## config.mk

```make
export PLATFORM = sky130hd
export DESIGN_NAME = bls_top
export DESIGN_NICKNAME = d
export VERILOG_FILES = /design/src/hw/bls_pkg.sv /design/src/hw/bls_top.sv /design/src/hw/bls_lane.sv
export VERILOG_INCLUDE_DIRS = /design/src /design/src/hw
export SDC_FILE = /design/constraint.sdc
export NUM_CORES = 1
export LEC_CHECK = 0
export BUFFER_PORTS_ARGS = -buffer_cell sky130_fd_sc_hd__buf_4
export CORE_ASPECT_RATIO = 1.4
export CORE_UTILIZATION = 50
export CTS_BUF_LIST = sky130_fd_sc_hd__clkbuf_4
export CTS_CLUSTER_DIAMETER = 60
export DETAILED_ROUTE_END_ITERATION = 8
export GPL_ROUTABILITY_DRIVEN = 0
export PLACE_DENSITY = 0.88
export SLEW_MARGIN = 0
export SYNTH_ARGS = -nofsm -noshare
export SYNTH_HDL_FRONTEND = slang
export SYNTH_HIERARCHICAL = 1
export SYNTH_SLANG_ARGS = --single-unit
```

## constraint.sdc

```tcl
create_clock -name clk_i -period 2.28 [get_ports clk_i]
set_input_delay 0.228 -clock clk_i [delete_from_list [all_inputs] [get_ports clk_i]]
set_output_delay 0.228 -clock clk_i [all_outputs]
set_load 0.01 [all_outputs]
```

## src/hw/bls_map.svh

```systemverilog
/*
  Constants of the byte lane steering block: lane positions, byte enable
  patterns, idle pin levels and reset values.
  Assumes inclusion by bare name, after which every name is visible.
*/
`ifndef BLS_MAP_SVH
`define BLS_MAP_SVH

// ****************************************
// Lane positions on the external data bus
// ****************************************
`define BLS_UP_MSB      15
`define BLS_UP_LSB      8
`define BLS_LO_MSB      7
`define BLS_LO_LSB      0

// ****************************************
// Byte enable patterns {upper_n, lower_n}
// ****************************************
`define BLS_BE_BOTH     2'h0
`define BLS_BE_UPPER    2'h1
`define BLS_BE_LOWER    2'h2
`define BLS_BE_NONE     2'h3

// ****************************************
// Idle levels and reset values
// ****************************************
`define BLS_BYTE_ZERO   8'h00
`define BLS_WORD_ZERO   16'h0000
`define BLS_STROBE_OFF  1'h1
`define BLS_A0_UNUSED   1'h0

`endif

```

## src/hw/bls_pkg.sv

```systemverilog
/*
  Types of the byte lane steering block: request carrier and state enum.
  Assumes the compile order header, package, modules.
*/
package bls_pkg;

  parameter int ADDR_W = 16;

  typedef struct packed {
    logic              write;
    logic [ADDR_W-1:0] addr;
    logic [7:0]        wdata;
  } bls_req_t;

  // Gray codes along idle, access, done
  typedef enum logic [1:0] {
    BLS_IDLE   = 2'h0,
    BLS_ACCESS = 2'h1,
    BLS_DONE   = 2'h3
  } bls_state_t;

endpackage

```

## src/hw/bls_top.sv

```systemverilog
/*
  Byte lane steering for byte reads from 16-bit or 8-bit wide and byte
  writes to 16-bit wide external memory, one access of one strobe cycle per request.
  Assumes synchronous inputs on clk_i and a memory that drives its data
  within the strobe cycle.
*/
`timescale 1ns/1ns
`include "bls_map.svh"

// Notes on behaviour
// - Read bytes go back on the read data port and write bytes come in on the request port.
// - A byte write to 16-bit memory enables only the addressed byte lane.
// - A byte read from 16-bit memory is a full 16-bit access with the byte picked internally.
// - For 16-bit memory A1 is the lowest address line and address bit 0 steers byte, lanes and enable.
// - Bit 0 low on a 16-bit write puts the byte on the upper lanes with only the upper enable low.
// - Bit 0 high on a 16-bit write puts the byte on the lower lanes with only the lower enable low.
// - No write cycle is ever issued to 8-bit memory; such requests are refused.
// - A byte read from 8-bit memory uses A0 as lowest line and only the lower lanes.
// - During a read from 8-bit memory the upper enable is high and the lower enable low.
// - Any 16-bit access of 16-bit memory drives both enables low and uses all sixteen lanes.
module bls_top #(
  parameter int ADDR_W = bls_pkg::ADDR_W
) (
  input  wire logic              clk_i,
  input  wire logic              rstn_i,
  input  wire logic              ce_i,
  input  wire logic              mem_wide16_i,
  input  wire logic              req_valid_i,
  input  wire bls_pkg::bls_req_t req_i,
  output logic                   req_ready_o,
  output logic                   rd_valid_o,
  output logic      [7:0]        rd_data_o,
  output logic                   wr_done_o,
  output logic                   err_o,
  output logic      [ADDR_W-1:0] mem_addr_o,
  output logic      [15:0]       mem_dout_o,
  output logic                   mem_doe_o,
  input  wire logic [15:0]       mem_din_i,
  output logic                   upper_byte_enable_n_o,
  output logic                   lower_byte_enable_n_o,
  output logic                   mem_rd_n_o,
  output logic                   mem_wr_n_o
);

  // ****************************************
  // Declarations
  // ****************************************
  bls_pkg::bls_state_t state;
  bls_pkg::bls_state_t next_state;
  logic                take;
  logic                refuse;
  logic                start;
  logic                cur_write;
  logic                cur_a0;
  logic                cur_wide16;
  logic [1:0]          lane_be_n;
  logic [15:0]         lane_dout;
  logic [7:0]          lane_rbyte;
  logic [ADDR_W-1:0]   next_addr;
  logic                sel_write;
  logic                sel_a0;
  logic                sel_wide16;

  // ****************************************
  // Request acceptance
  // ****************************************
  assign take   = ce_i && req_valid_i && req_ready_o;
  assign refuse = take && req_i.write && !mem_wide16_i;
  assign start  = take && !refuse;

  // ****************************************
  // Lane steering
  // ****************************************
  // Request context while idle, held context during the access
  assign sel_write  = (state == bls_pkg::BLS_IDLE) ? req_i.write    : cur_write;
  assign sel_a0     = (state == bls_pkg::BLS_IDLE) ? req_i.addr[0]  : cur_a0;
  assign sel_wide16 = (state == bls_pkg::BLS_IDLE) ? mem_wide16_i   : cur_wide16;

  bls_lane u_lane (
    .wide16_i (sel_wide16),
    .write_i  (sel_write),
    .a0_i     (sel_a0),
    .wdata_i  (req_i.wdata),
    .din_i    (mem_din_i),
    .be_n_o   (lane_be_n),
    .dout_o   (lane_dout),
    .rbyte_o  (lane_rbyte)
  );

  // ****************************************
  // External address
  // ****************************************
  always_comb begin
    next_addr = req_i.addr;
    if (mem_wide16_i) begin
      next_addr[0] = `BLS_A0_UNUSED;
    end
  end

  // ****************************************
  // State sequence
  // ****************************************
  always_comb begin
    case (state)
      bls_pkg::BLS_IDLE: begin
        next_state = start ? bls_pkg::BLS_ACCESS : bls_pkg::BLS_IDLE;
      end
      bls_pkg::BLS_ACCESS: begin
        next_state = bls_pkg::BLS_DONE;
      end
      bls_pkg::BLS_DONE: begin
        next_state = bls_pkg::BLS_IDLE;
      end
      default: begin
        next_state = bls_pkg::BLS_IDLE;
      end
    endcase
  end

  always_ff @(posedge clk_i or negedge rstn_i) begin
    if (!rstn_i) begin
      state <= bls_pkg::BLS_IDLE;
    end else if (ce_i) begin
      state <= next_state;
    end
  end

  // ****************************************
  // Ready to the requester
  // ****************************************
  always_ff @(posedge clk_i or negedge rstn_i) begin
    if (!rstn_i) begin
      req_ready_o <= 1'b0;
    end else if (ce_i) begin
      req_ready_o <= (next_state == bls_pkg::BLS_IDLE);
    end
  end

  // ****************************************
  // Access context
  // ****************************************
  always_ff @(posedge clk_i or negedge rstn_i) begin
    if (!rstn_i) begin
      cur_write  <= 1'b0;
      cur_a0     <= 1'b0;
      cur_wide16 <= 1'b0;
    end else if (ce_i && start) begin
      cur_write  <= req_i.write;
      cur_a0     <= req_i.addr[0];
      cur_wide16 <= mem_wide16_i;
    end
  end

  // ****************************************
  // Address and byte enables
  // ****************************************
  always_ff @(posedge clk_i or negedge rstn_i) begin
    if (!rstn_i) begin
      mem_addr_o            <= '0;
      upper_byte_enable_n_o <= `BLS_STROBE_OFF;
      lower_byte_enable_n_o <= `BLS_STROBE_OFF;
    end else if (ce_i) begin
      if (start) begin
        mem_addr_o            <= next_addr;
        upper_byte_enable_n_o <= lane_be_n[1];
        lower_byte_enable_n_o <= lane_be_n[0];
      end else if (state == bls_pkg::BLS_ACCESS) begin
        upper_byte_enable_n_o <= `BLS_STROBE_OFF;
        lower_byte_enable_n_o <= `BLS_STROBE_OFF;
      end
    end
  end

  // ****************************************
  // Strobes
  // ****************************************
  always_ff @(posedge clk_i or negedge rstn_i) begin
    if (!rstn_i) begin
      mem_rd_n_o <= `BLS_STROBE_OFF;
      mem_wr_n_o <= `BLS_STROBE_OFF;
    end else if (ce_i) begin
      if (start) begin
        mem_rd_n_o <= req_i.write;
        mem_wr_n_o <= !req_i.write;
      end else begin
        mem_rd_n_o <= `BLS_STROBE_OFF;
        mem_wr_n_o <= `BLS_STROBE_OFF;
      end
    end
  end

  // ****************************************
  // Write data drive
  // ****************************************
  always_ff @(posedge clk_i or negedge rstn_i) begin
    if (!rstn_i) begin
      mem_dout_o <= `BLS_WORD_ZERO;
      mem_doe_o  <= 1'b0;
    end else if (ce_i) begin
      if (start && req_i.write) begin
        mem_dout_o <= lane_dout;
        mem_doe_o  <= 1'b1;
      end else if (state == bls_pkg::BLS_ACCESS) begin
        mem_doe_o  <= 1'b0;
      end
    end
  end

  // ****************************************
  // Read data return
  // ****************************************
  always_ff @(posedge clk_i or negedge rstn_i) begin
    if (!rstn_i) begin
      rd_valid_o <= 1'b0;
      rd_data_o  <= `BLS_BYTE_ZERO;
    end else if (ce_i) begin
      rd_valid_o <= (state == bls_pkg::BLS_ACCESS) && !cur_write;
      if (state == bls_pkg::BLS_ACCESS && !cur_write) begin
        rd_data_o <= lane_rbyte;
      end
    end
  end

  // ****************************************
  // Write completion and refusal
  // ****************************************
  always_ff @(posedge clk_i or negedge rstn_i) begin
    if (!rstn_i) begin
      wr_done_o <= 1'b0;
      err_o     <= 1'b0;
    end else if (ce_i) begin
      wr_done_o <= (state == bls_pkg::BLS_ACCESS) && cur_write;
      err_o     <= refuse;
    end
  end

endmodule // bls_top

```

## src/hw/bls_lane.sv

```systemverilog
/*
  Combinational lane steering: byte enables, write lanes and read byte
  selection from address bit 0 and the memory width.
  Assumes its outputs are registered by the instantiating module.
*/
`timescale 1ns/1ns
`include "bls_map.svh"

module bls_lane (
  input  wire logic        wide16_i,
  input  wire logic        write_i,
  input  wire logic        a0_i,
  input  wire logic [7:0]  wdata_i,
  input  wire logic [15:0] din_i,
  output logic      [1:0]  be_n_o,
  output logic      [15:0] dout_o,
  output logic      [7:0]  rbyte_o
);

  // ****************************************
  // Byte enables
  // ****************************************
  always_comb begin
    if (!wide16_i) begin
      be_n_o = `BLS_BE_LOWER;
    end else if (!write_i) begin
      be_n_o = `BLS_BE_BOTH;
    end else if (a0_i) begin
      be_n_o = `BLS_BE_LOWER;
    end else begin
      be_n_o = `BLS_BE_UPPER;
    end
  end

  // ****************************************
  // Write lanes
  // ****************************************
  always_comb begin
    dout_o = `BLS_WORD_ZERO;
    if (a0_i) begin
      dout_o[`BLS_LO_MSB:`BLS_LO_LSB] = wdata_i;
    end else begin
      dout_o[`BLS_UP_MSB:`BLS_UP_LSB] = wdata_i;
    end
  end

  // ****************************************
  // Read byte selection
  // ****************************************
  always_comb begin
    if (!wide16_i || a0_i) begin
      rbyte_o = din_i[`BLS_LO_MSB:`BLS_LO_LSB];
    end else begin
      rbyte_o = din_i[`BLS_UP_MSB:`BLS_UP_LSB];
    end
  end

endmodule // bls_lane

```

==> results of run 1 <==
==> worst paths after layout <==
check / endpoint / slack [ps]
max: rd_data_o[3] / 240
min: mem_addr_o[6] / 80
max reg2reg: rd_data_o[3] / 240
min reg2reg: mem_rd_n_o / 500
max in group asynchronous: mem_dout_o[0] / 1420
min in group asynchronous: rd_data_o[5] / 420
==> Yosys cell counts, types with 2 or more instances <==
library cell / n
o21ai_0: 5
mux2_2: 27
buf_6: 3
clkbuf_1: 2
inv_1: 4
nor2b_1: 2
and2_1: 8
nor2_1: 8
nand2_1: 4
dfstp_2: 4
nand2b_1: 2
mux2_4: 26
and3_4: 2
and2b_2: 8
dfrtp_1: 50
==> registers in the layout (all words and copies together) (netlist names), 2 cells and up <==
| name | cells |
|---|---|
| mem_dout_o | 16 |
| rd_data_o | 8 |
| state | 2 |
| mem_addr_o | 16 |
==> routing by layer <==
metal  vias up  routed length (µm)  GRT usage [%]
met5         -                   0              0
li1        781                   -              -
met1       828                1960           22.3
met4         0                  54           5.45
met2        59                2410           33.6
met3         5                 294           5.03
==> logic make-up (layout without fill, tap and decap cells) <==
group,after synthesis,count (layout),synth area share [%]
buf+inv,10,109,3.08
mux,53,53,28.0
compound gates,11,11,2.88
simple gates,42,42,11.3
flops,54,54,54.7
==> layout make-up <==
type                    count  area share, %
clock buffers               5           1.14
clock inverters             3           1.36
inverters                   4          0.454
multi-input cells         106           31.6
flip-flops and latches     54           41.0
well taps                  62           2.35
repair buffers             97           22.1
==> report_power, final <==
part           switching (mW)  internal [mW]  total [mW]
sequential              0.260           1.41        1.67
clock                   0.303          0.230       0.534
combinational           0.740           1.21        1.95
total                    1.30           2.85        4.16
==> stage by stage <==
| stage | power [mW] | hold slack [ps] | cells | utilization [%] |
|---|---|---|---|---|
| 2_1_floorplan | 2.80 | -67.6 | 170 | - |
| 3_3_place_gp | 3.60 | 310 | 322 | 69.2 |
| 3_5_place_dp | 3.67 | 313 | 322 | 69.2 |
| 4_1_cts | 4.22 | 59.7 | 331 | 71.2 |
| 5_1_grt | 4.42 | 45.5 | 331 | 71.2 |
| 6_report | 4.16 | 79.5 | 331 | 71.2 |
==> repair_timing <==
action	4_1_cts	5_1_grt
setup endpoints to repair	0	0
hold buffers	1	0
endpoints found under the hold margin	50	0
==> worst max-delay path: stages (launching register included) <==
cell     delay (ps)
dfrtp_1         440
nor2_1          230
mux2_2          390
nor2b_2         100
buf_4           210
mux2_4          310
mux2_2          260
==> results.tsv, run 1 <==
metric	value	unit
die_h	85.3	µm
ys_seq_area_share	54.7	%
cts_buffers	5	
vias	1673	
clkSinkCount	54	
seq_area	0.00136	mm²
synthArstFlopShare	100	%
syn_area	0.00248	mm²
synth_ff_type	dfrtp_1	
cp_max_fo	9	
finalSetupViolations	0	
drc	0	
synth_cell_types	30	
setup-tns-final	0	ps
ctsResizeCount	0	
synth_area_per_cell	14.6	µm²
timing.slew.headroom	55.2	%
cts_max_level	2	
cts.root.buffer_cell	clkbuf_4	
reg2reg_depth	6	
yosys_warnings	6	
design_area	0.00331	mm²
layout_commonest_cell	buf_4	
syn_inst	170	
max-cap-violations	0	
grtUsageTotal	19.2	%
cts_tree	done	
cp.required	2560	ps
routedWlPerCell	14.3	µm
overflow	0	
worst_pin_slew	671	ps
post-cts-setup-buffers	0	
hold_path.startpoint	req_i[14]	
max_freq	490	MHz
min_path_type	input port to flop	
synth_area_leader_cell	dfrtp_1	
n_antenna_cell	0	
synth-seq-cells	54	
critPathKind	flop to flop	
grt_pass1_wl	7490	µm
worstSetupEndpointType	flop	
die_w	61.5	µm
grt_setup_unrepaired	false	
clock_path_buffers	2	
num_rows	29	
antenna_found_initial	0	
final_max_slew_viol_count	0	
place.detailed.hpwl	3370	µm
syn2layout_area_growth	33.5	%
vias_per_cell	5.05	
initial_core_util	53.3	%
antenna_left	0	
synth_edf_count	0	
hold_violations	0	
io_pins	95	
num-fill-cells	361	
status	finished clean	
postPlaceCellArea	0.00321	mm²
multiInputGateArea	0.00104	mm²
pre_cts_slack	255	ps
whs_path_depth	2	
core-area	0.00464	mm²
path_clk_slew	160	ps
synth_top_area_share	50.5	%
finClkSkew	7.56	ps
syn_nets	216	
p_leak	1.64	nW
grt_max_degree	55	
firstDrtPassIters	3	
die-area	0.00524	mm²
grt_pass1_vias	1710	
min_period	2040	ps
cp.arrival	2320	ps
peakVddDrop	0.677	mV
nets	314	
final_cell_mix	96 x buf_4, 50 x dfrtp_1, 27 x mux2_2	
regToRegStartpoint	state[0]	
drt-initial-drc-count	43	
wirelength	4720	µm
drive_above_1_share	65.1	%
portBuffers	94	
setup.worst_path.start_class	flop	
final.period_utilization	89.5	%
fin_ws	240	ps
cp-startpoint	state[0]	
pwr_density_cell	1260	mW/mm²
ys_top_cells_by_area	dfrtp_1 51%, mux2_4 16%, mux2_2 12%	
clock_latency	370	ps
No activity file was read; power rests on OpenSTA's default activity.
==> inputs of run 2 (changes only) <==
--- a/config.mk
+++ b/config.mk
@@ -13,7 +13,7 @@
 export CTS_CLUSTER_DIAMETER = 60
 export DETAILED_ROUTE_END_ITERATION = 8
 export GPL_ROUTABILITY_DRIVEN = 0
-export PLACE_DENSITY = 0.88
+export PLACE_DENSITY = 0.81
 export SLEW_MARGIN = 0
 export SYNTH_ARGS = -nofsm -noshare
 export SYNTH_HDL_FRONTEND = slang
==> run 2 against run 1 <==
  * Worst setup slack got worse by 3.7 ps
  * Hold slack got worse by 15 ps
  * Non-clock buffer count unchanged
  * Sequential power is essentially flat
  * First-iteration DRC count is 72% higher
  * Largest cell class unchanged
==> results.tsv, run 2 (synthesis gave the netlist of run 1 again) <==
metric	value	unit	change
status	finished clean		unchanged
initial_core_util	53.3	%	unchanged
final_max_slew_viol_count	0		unchanged
reg2reg_depth	6		unchanged
wirelength	4830	µm	was 4720 µm
vias_per_cell	4.96		was 5.05
cts_buffers	5		unchanged
max-cap-violations	0		unchanged
postPlaceCellArea	0.00321	mm²	unchanged
pwr_density_cell	1280	mW/mm²	was 1260 mW/mm²
r2r_setup_slack	240	ps	about the same
peakVddDrop	0.706	mV	was 0.677 mV
clkSinkCount	54		unchanged
worst_pin_slew	681	ps	was 671 ps
firstDrtPassIters	4		was 3
n_antenna_cell	0		unchanged
grt_pass1_wl	7520	µm	was 7490 µm
final_cell_mix	96 x buf_4, 50 x dfrtp_1, 27 x mux2_2		unchanged
p_seq_share	39.1	%	was 40.2%
clock_path_buffers	2		unchanged
cp-endpoint	rd_data_o[6]		was rd_data_o[3]
p_leak	1.65	nW	was 1.64 nW
clock_latency	360	ps	was 370 ps
grt_setup_unrepaired	false		unchanged
grt_max_degree	55		unchanged
cp-startpoint	state[0]		unchanged
hold_violations	0		unchanged
vias	1641		was 1673
post-cts-setup-buffers	0		unchanged
place.detailed.hpwl	3550	µm	was 3370 µm
r2r-end	rd_data_o[6]		was rd_data_o[3]
final.period_utilization	89.6	%	was 89.5%
min_path_type	input port to flop		unchanged
core-area	0.00464	mm²	unchanged
layout_commonest_cell	buf_4		unchanged
setup-tns-final	0	ps	unchanged
swShare	30.4	%	was 31.4%
timing.slew.headroom	54.6	%	was 55.2%
fin_ws	236	ps	was 240 ps
grtUsageTotal	19.2	%	about the same
ctsResizeCount	0		unchanged
syn2layout_area_growth	34.2	%	was 33.5%
setup.worst_path.start_class	flop		unchanged
antenna_left	0		unchanged
routedWlPerCell	14.6	µm	was 14.3 µm
die-area	0.00524	mm²	unchanged
top_regs	mem_addr_o: 16 flops, mem_dout_o: 16 flops, rd_data_o: 8 flops		unchanged
worstSetupEndpointType	flop		unchanged
portBuffers	94		unchanged
cts_tree	done		unchanged
cts_max_level	2		unchanged
cts.root.buffer_cell	clkbuf_4		unchanged
pre_cts_slack	242	ps	was 255 ps
overflow	0		unchanged
p_int	2.96	mW	was 2.85 mW
clockPowerShare	14.7	%	was 12.8%
cp.arrival	2300	ps	was 2320 ps
io_pins	95		unchanged
min_period	2040	ps	about the same
die_h	85.3	µm	unchanged
p_switching	1.29	mW	was 1.30 mW
max_freq	489	MHz	was 490 MHz
hold_slack	64.4	ps	was 79.5 ps
num_rows	29		unchanged
regToRegStartpoint	state[0]		unchanged
finalSetupViolations	0		unchanged
finClkSkew	7.94	ps	was 7.56 ps
grt_pass1_vias	1632		was 1710
cp_max_fo	9		unchanged
path_clk_slew	150	ps	was 160 ps
critPathKind	flop to flop		unchanged
comb_power_share	46.1	%	was 47.0%
design_area	0.00333	mm²	was 0.00331 mm²
drt-initial-drc-count	74		was 43
drc	0		unchanged
cp.required	2540	ps	was 2560 ps
antenna_found_initial	0		unchanged
drive_above_1_share	64.7	%	was 65.1%
die_w	61.5	µm	unchanged
nets	314		unchanged
-- run 2: per-stage QoR --
stage	power, mW	utilization (%)	std cells
final	4.25	71.6	331
after CTS	4.30	71.6	331
after floorplan	2.80	-	170
after global placement	3.62	69.2	322
after detailed placement	3.67	69.2	322
after global routing	4.52	71.6	331
-- run 2: worst min path at each step --
stage,endpoint,start,slack (ps),depth (start not counted)
global placement,rd_data_o[3],rstn_i,310,1
floorplan,cur_a0,rstn_i,-70,0
finish,mem_addr_o[0],req_i[24],60,2
detailed placement,rd_data_o[3],rstn_i,310,1
CTS,mem_addr_o[0],req_i[24],50,2
global route,mem_addr_o[9],req_i[17],50,2
-- run 2: power by group through the flow --
| stage | registers [mW] | clock network [mW] | logic [mW] |
|---|---|---|---|
| 2_1_floorplan | 1.85 | 0 | 0.949 |
| 3_3_place_gp | 1.68 | 0 | 1.94 |
| 3_5_place_dp | 1.69 | 0 | 1.98 |
| 4_1_cts | 1.67 | 0.639 | 1.99 |
| 5_1_grt | 1.72 | 0.679 | 2.12 |
| 6_report | 1.67 | 0.626 | 1.96 |
-- run 2: cell type report --
class                           count  area, µm²
Sequential cell                    54       1360
Fill cell                         360       1320
Multi-Input combinational cell    106       1040
Timing Repair Buffer               97        731
Tap cell                           62       77.6
Clock inverter                      3       63.8
Clock buffer                        5       37.5
Inverter                            4       15.0
-- run 2: repair_timing --
action | 4_1_cts | 5_1_grt
endpoints found under the setup margin | 0 | 0
endpoints found under the hold margin | 50 | 0
hold buffers | 1 | 0
-- run 2: metal layers --
metal | track usage [%] | vias up | wire length, µm
li1 | - | 784 | -
met1 | 24.0 | 794 | 2020
met2 | 32.3 | 57 | 2490
met3 | 5.18 | 6 | 274
met4 | 4.85 | 0 | 40
met5 | 0 | - | 0
-- run 2: worst max-delay path, cell delays in order, from the launching register on --
cell and delay, ps:
dfrtp_1 440, nor2_1 230, mux2_2 390, nor2b_2 110, buf_4 210, mux2_4 310
mux2_2 260
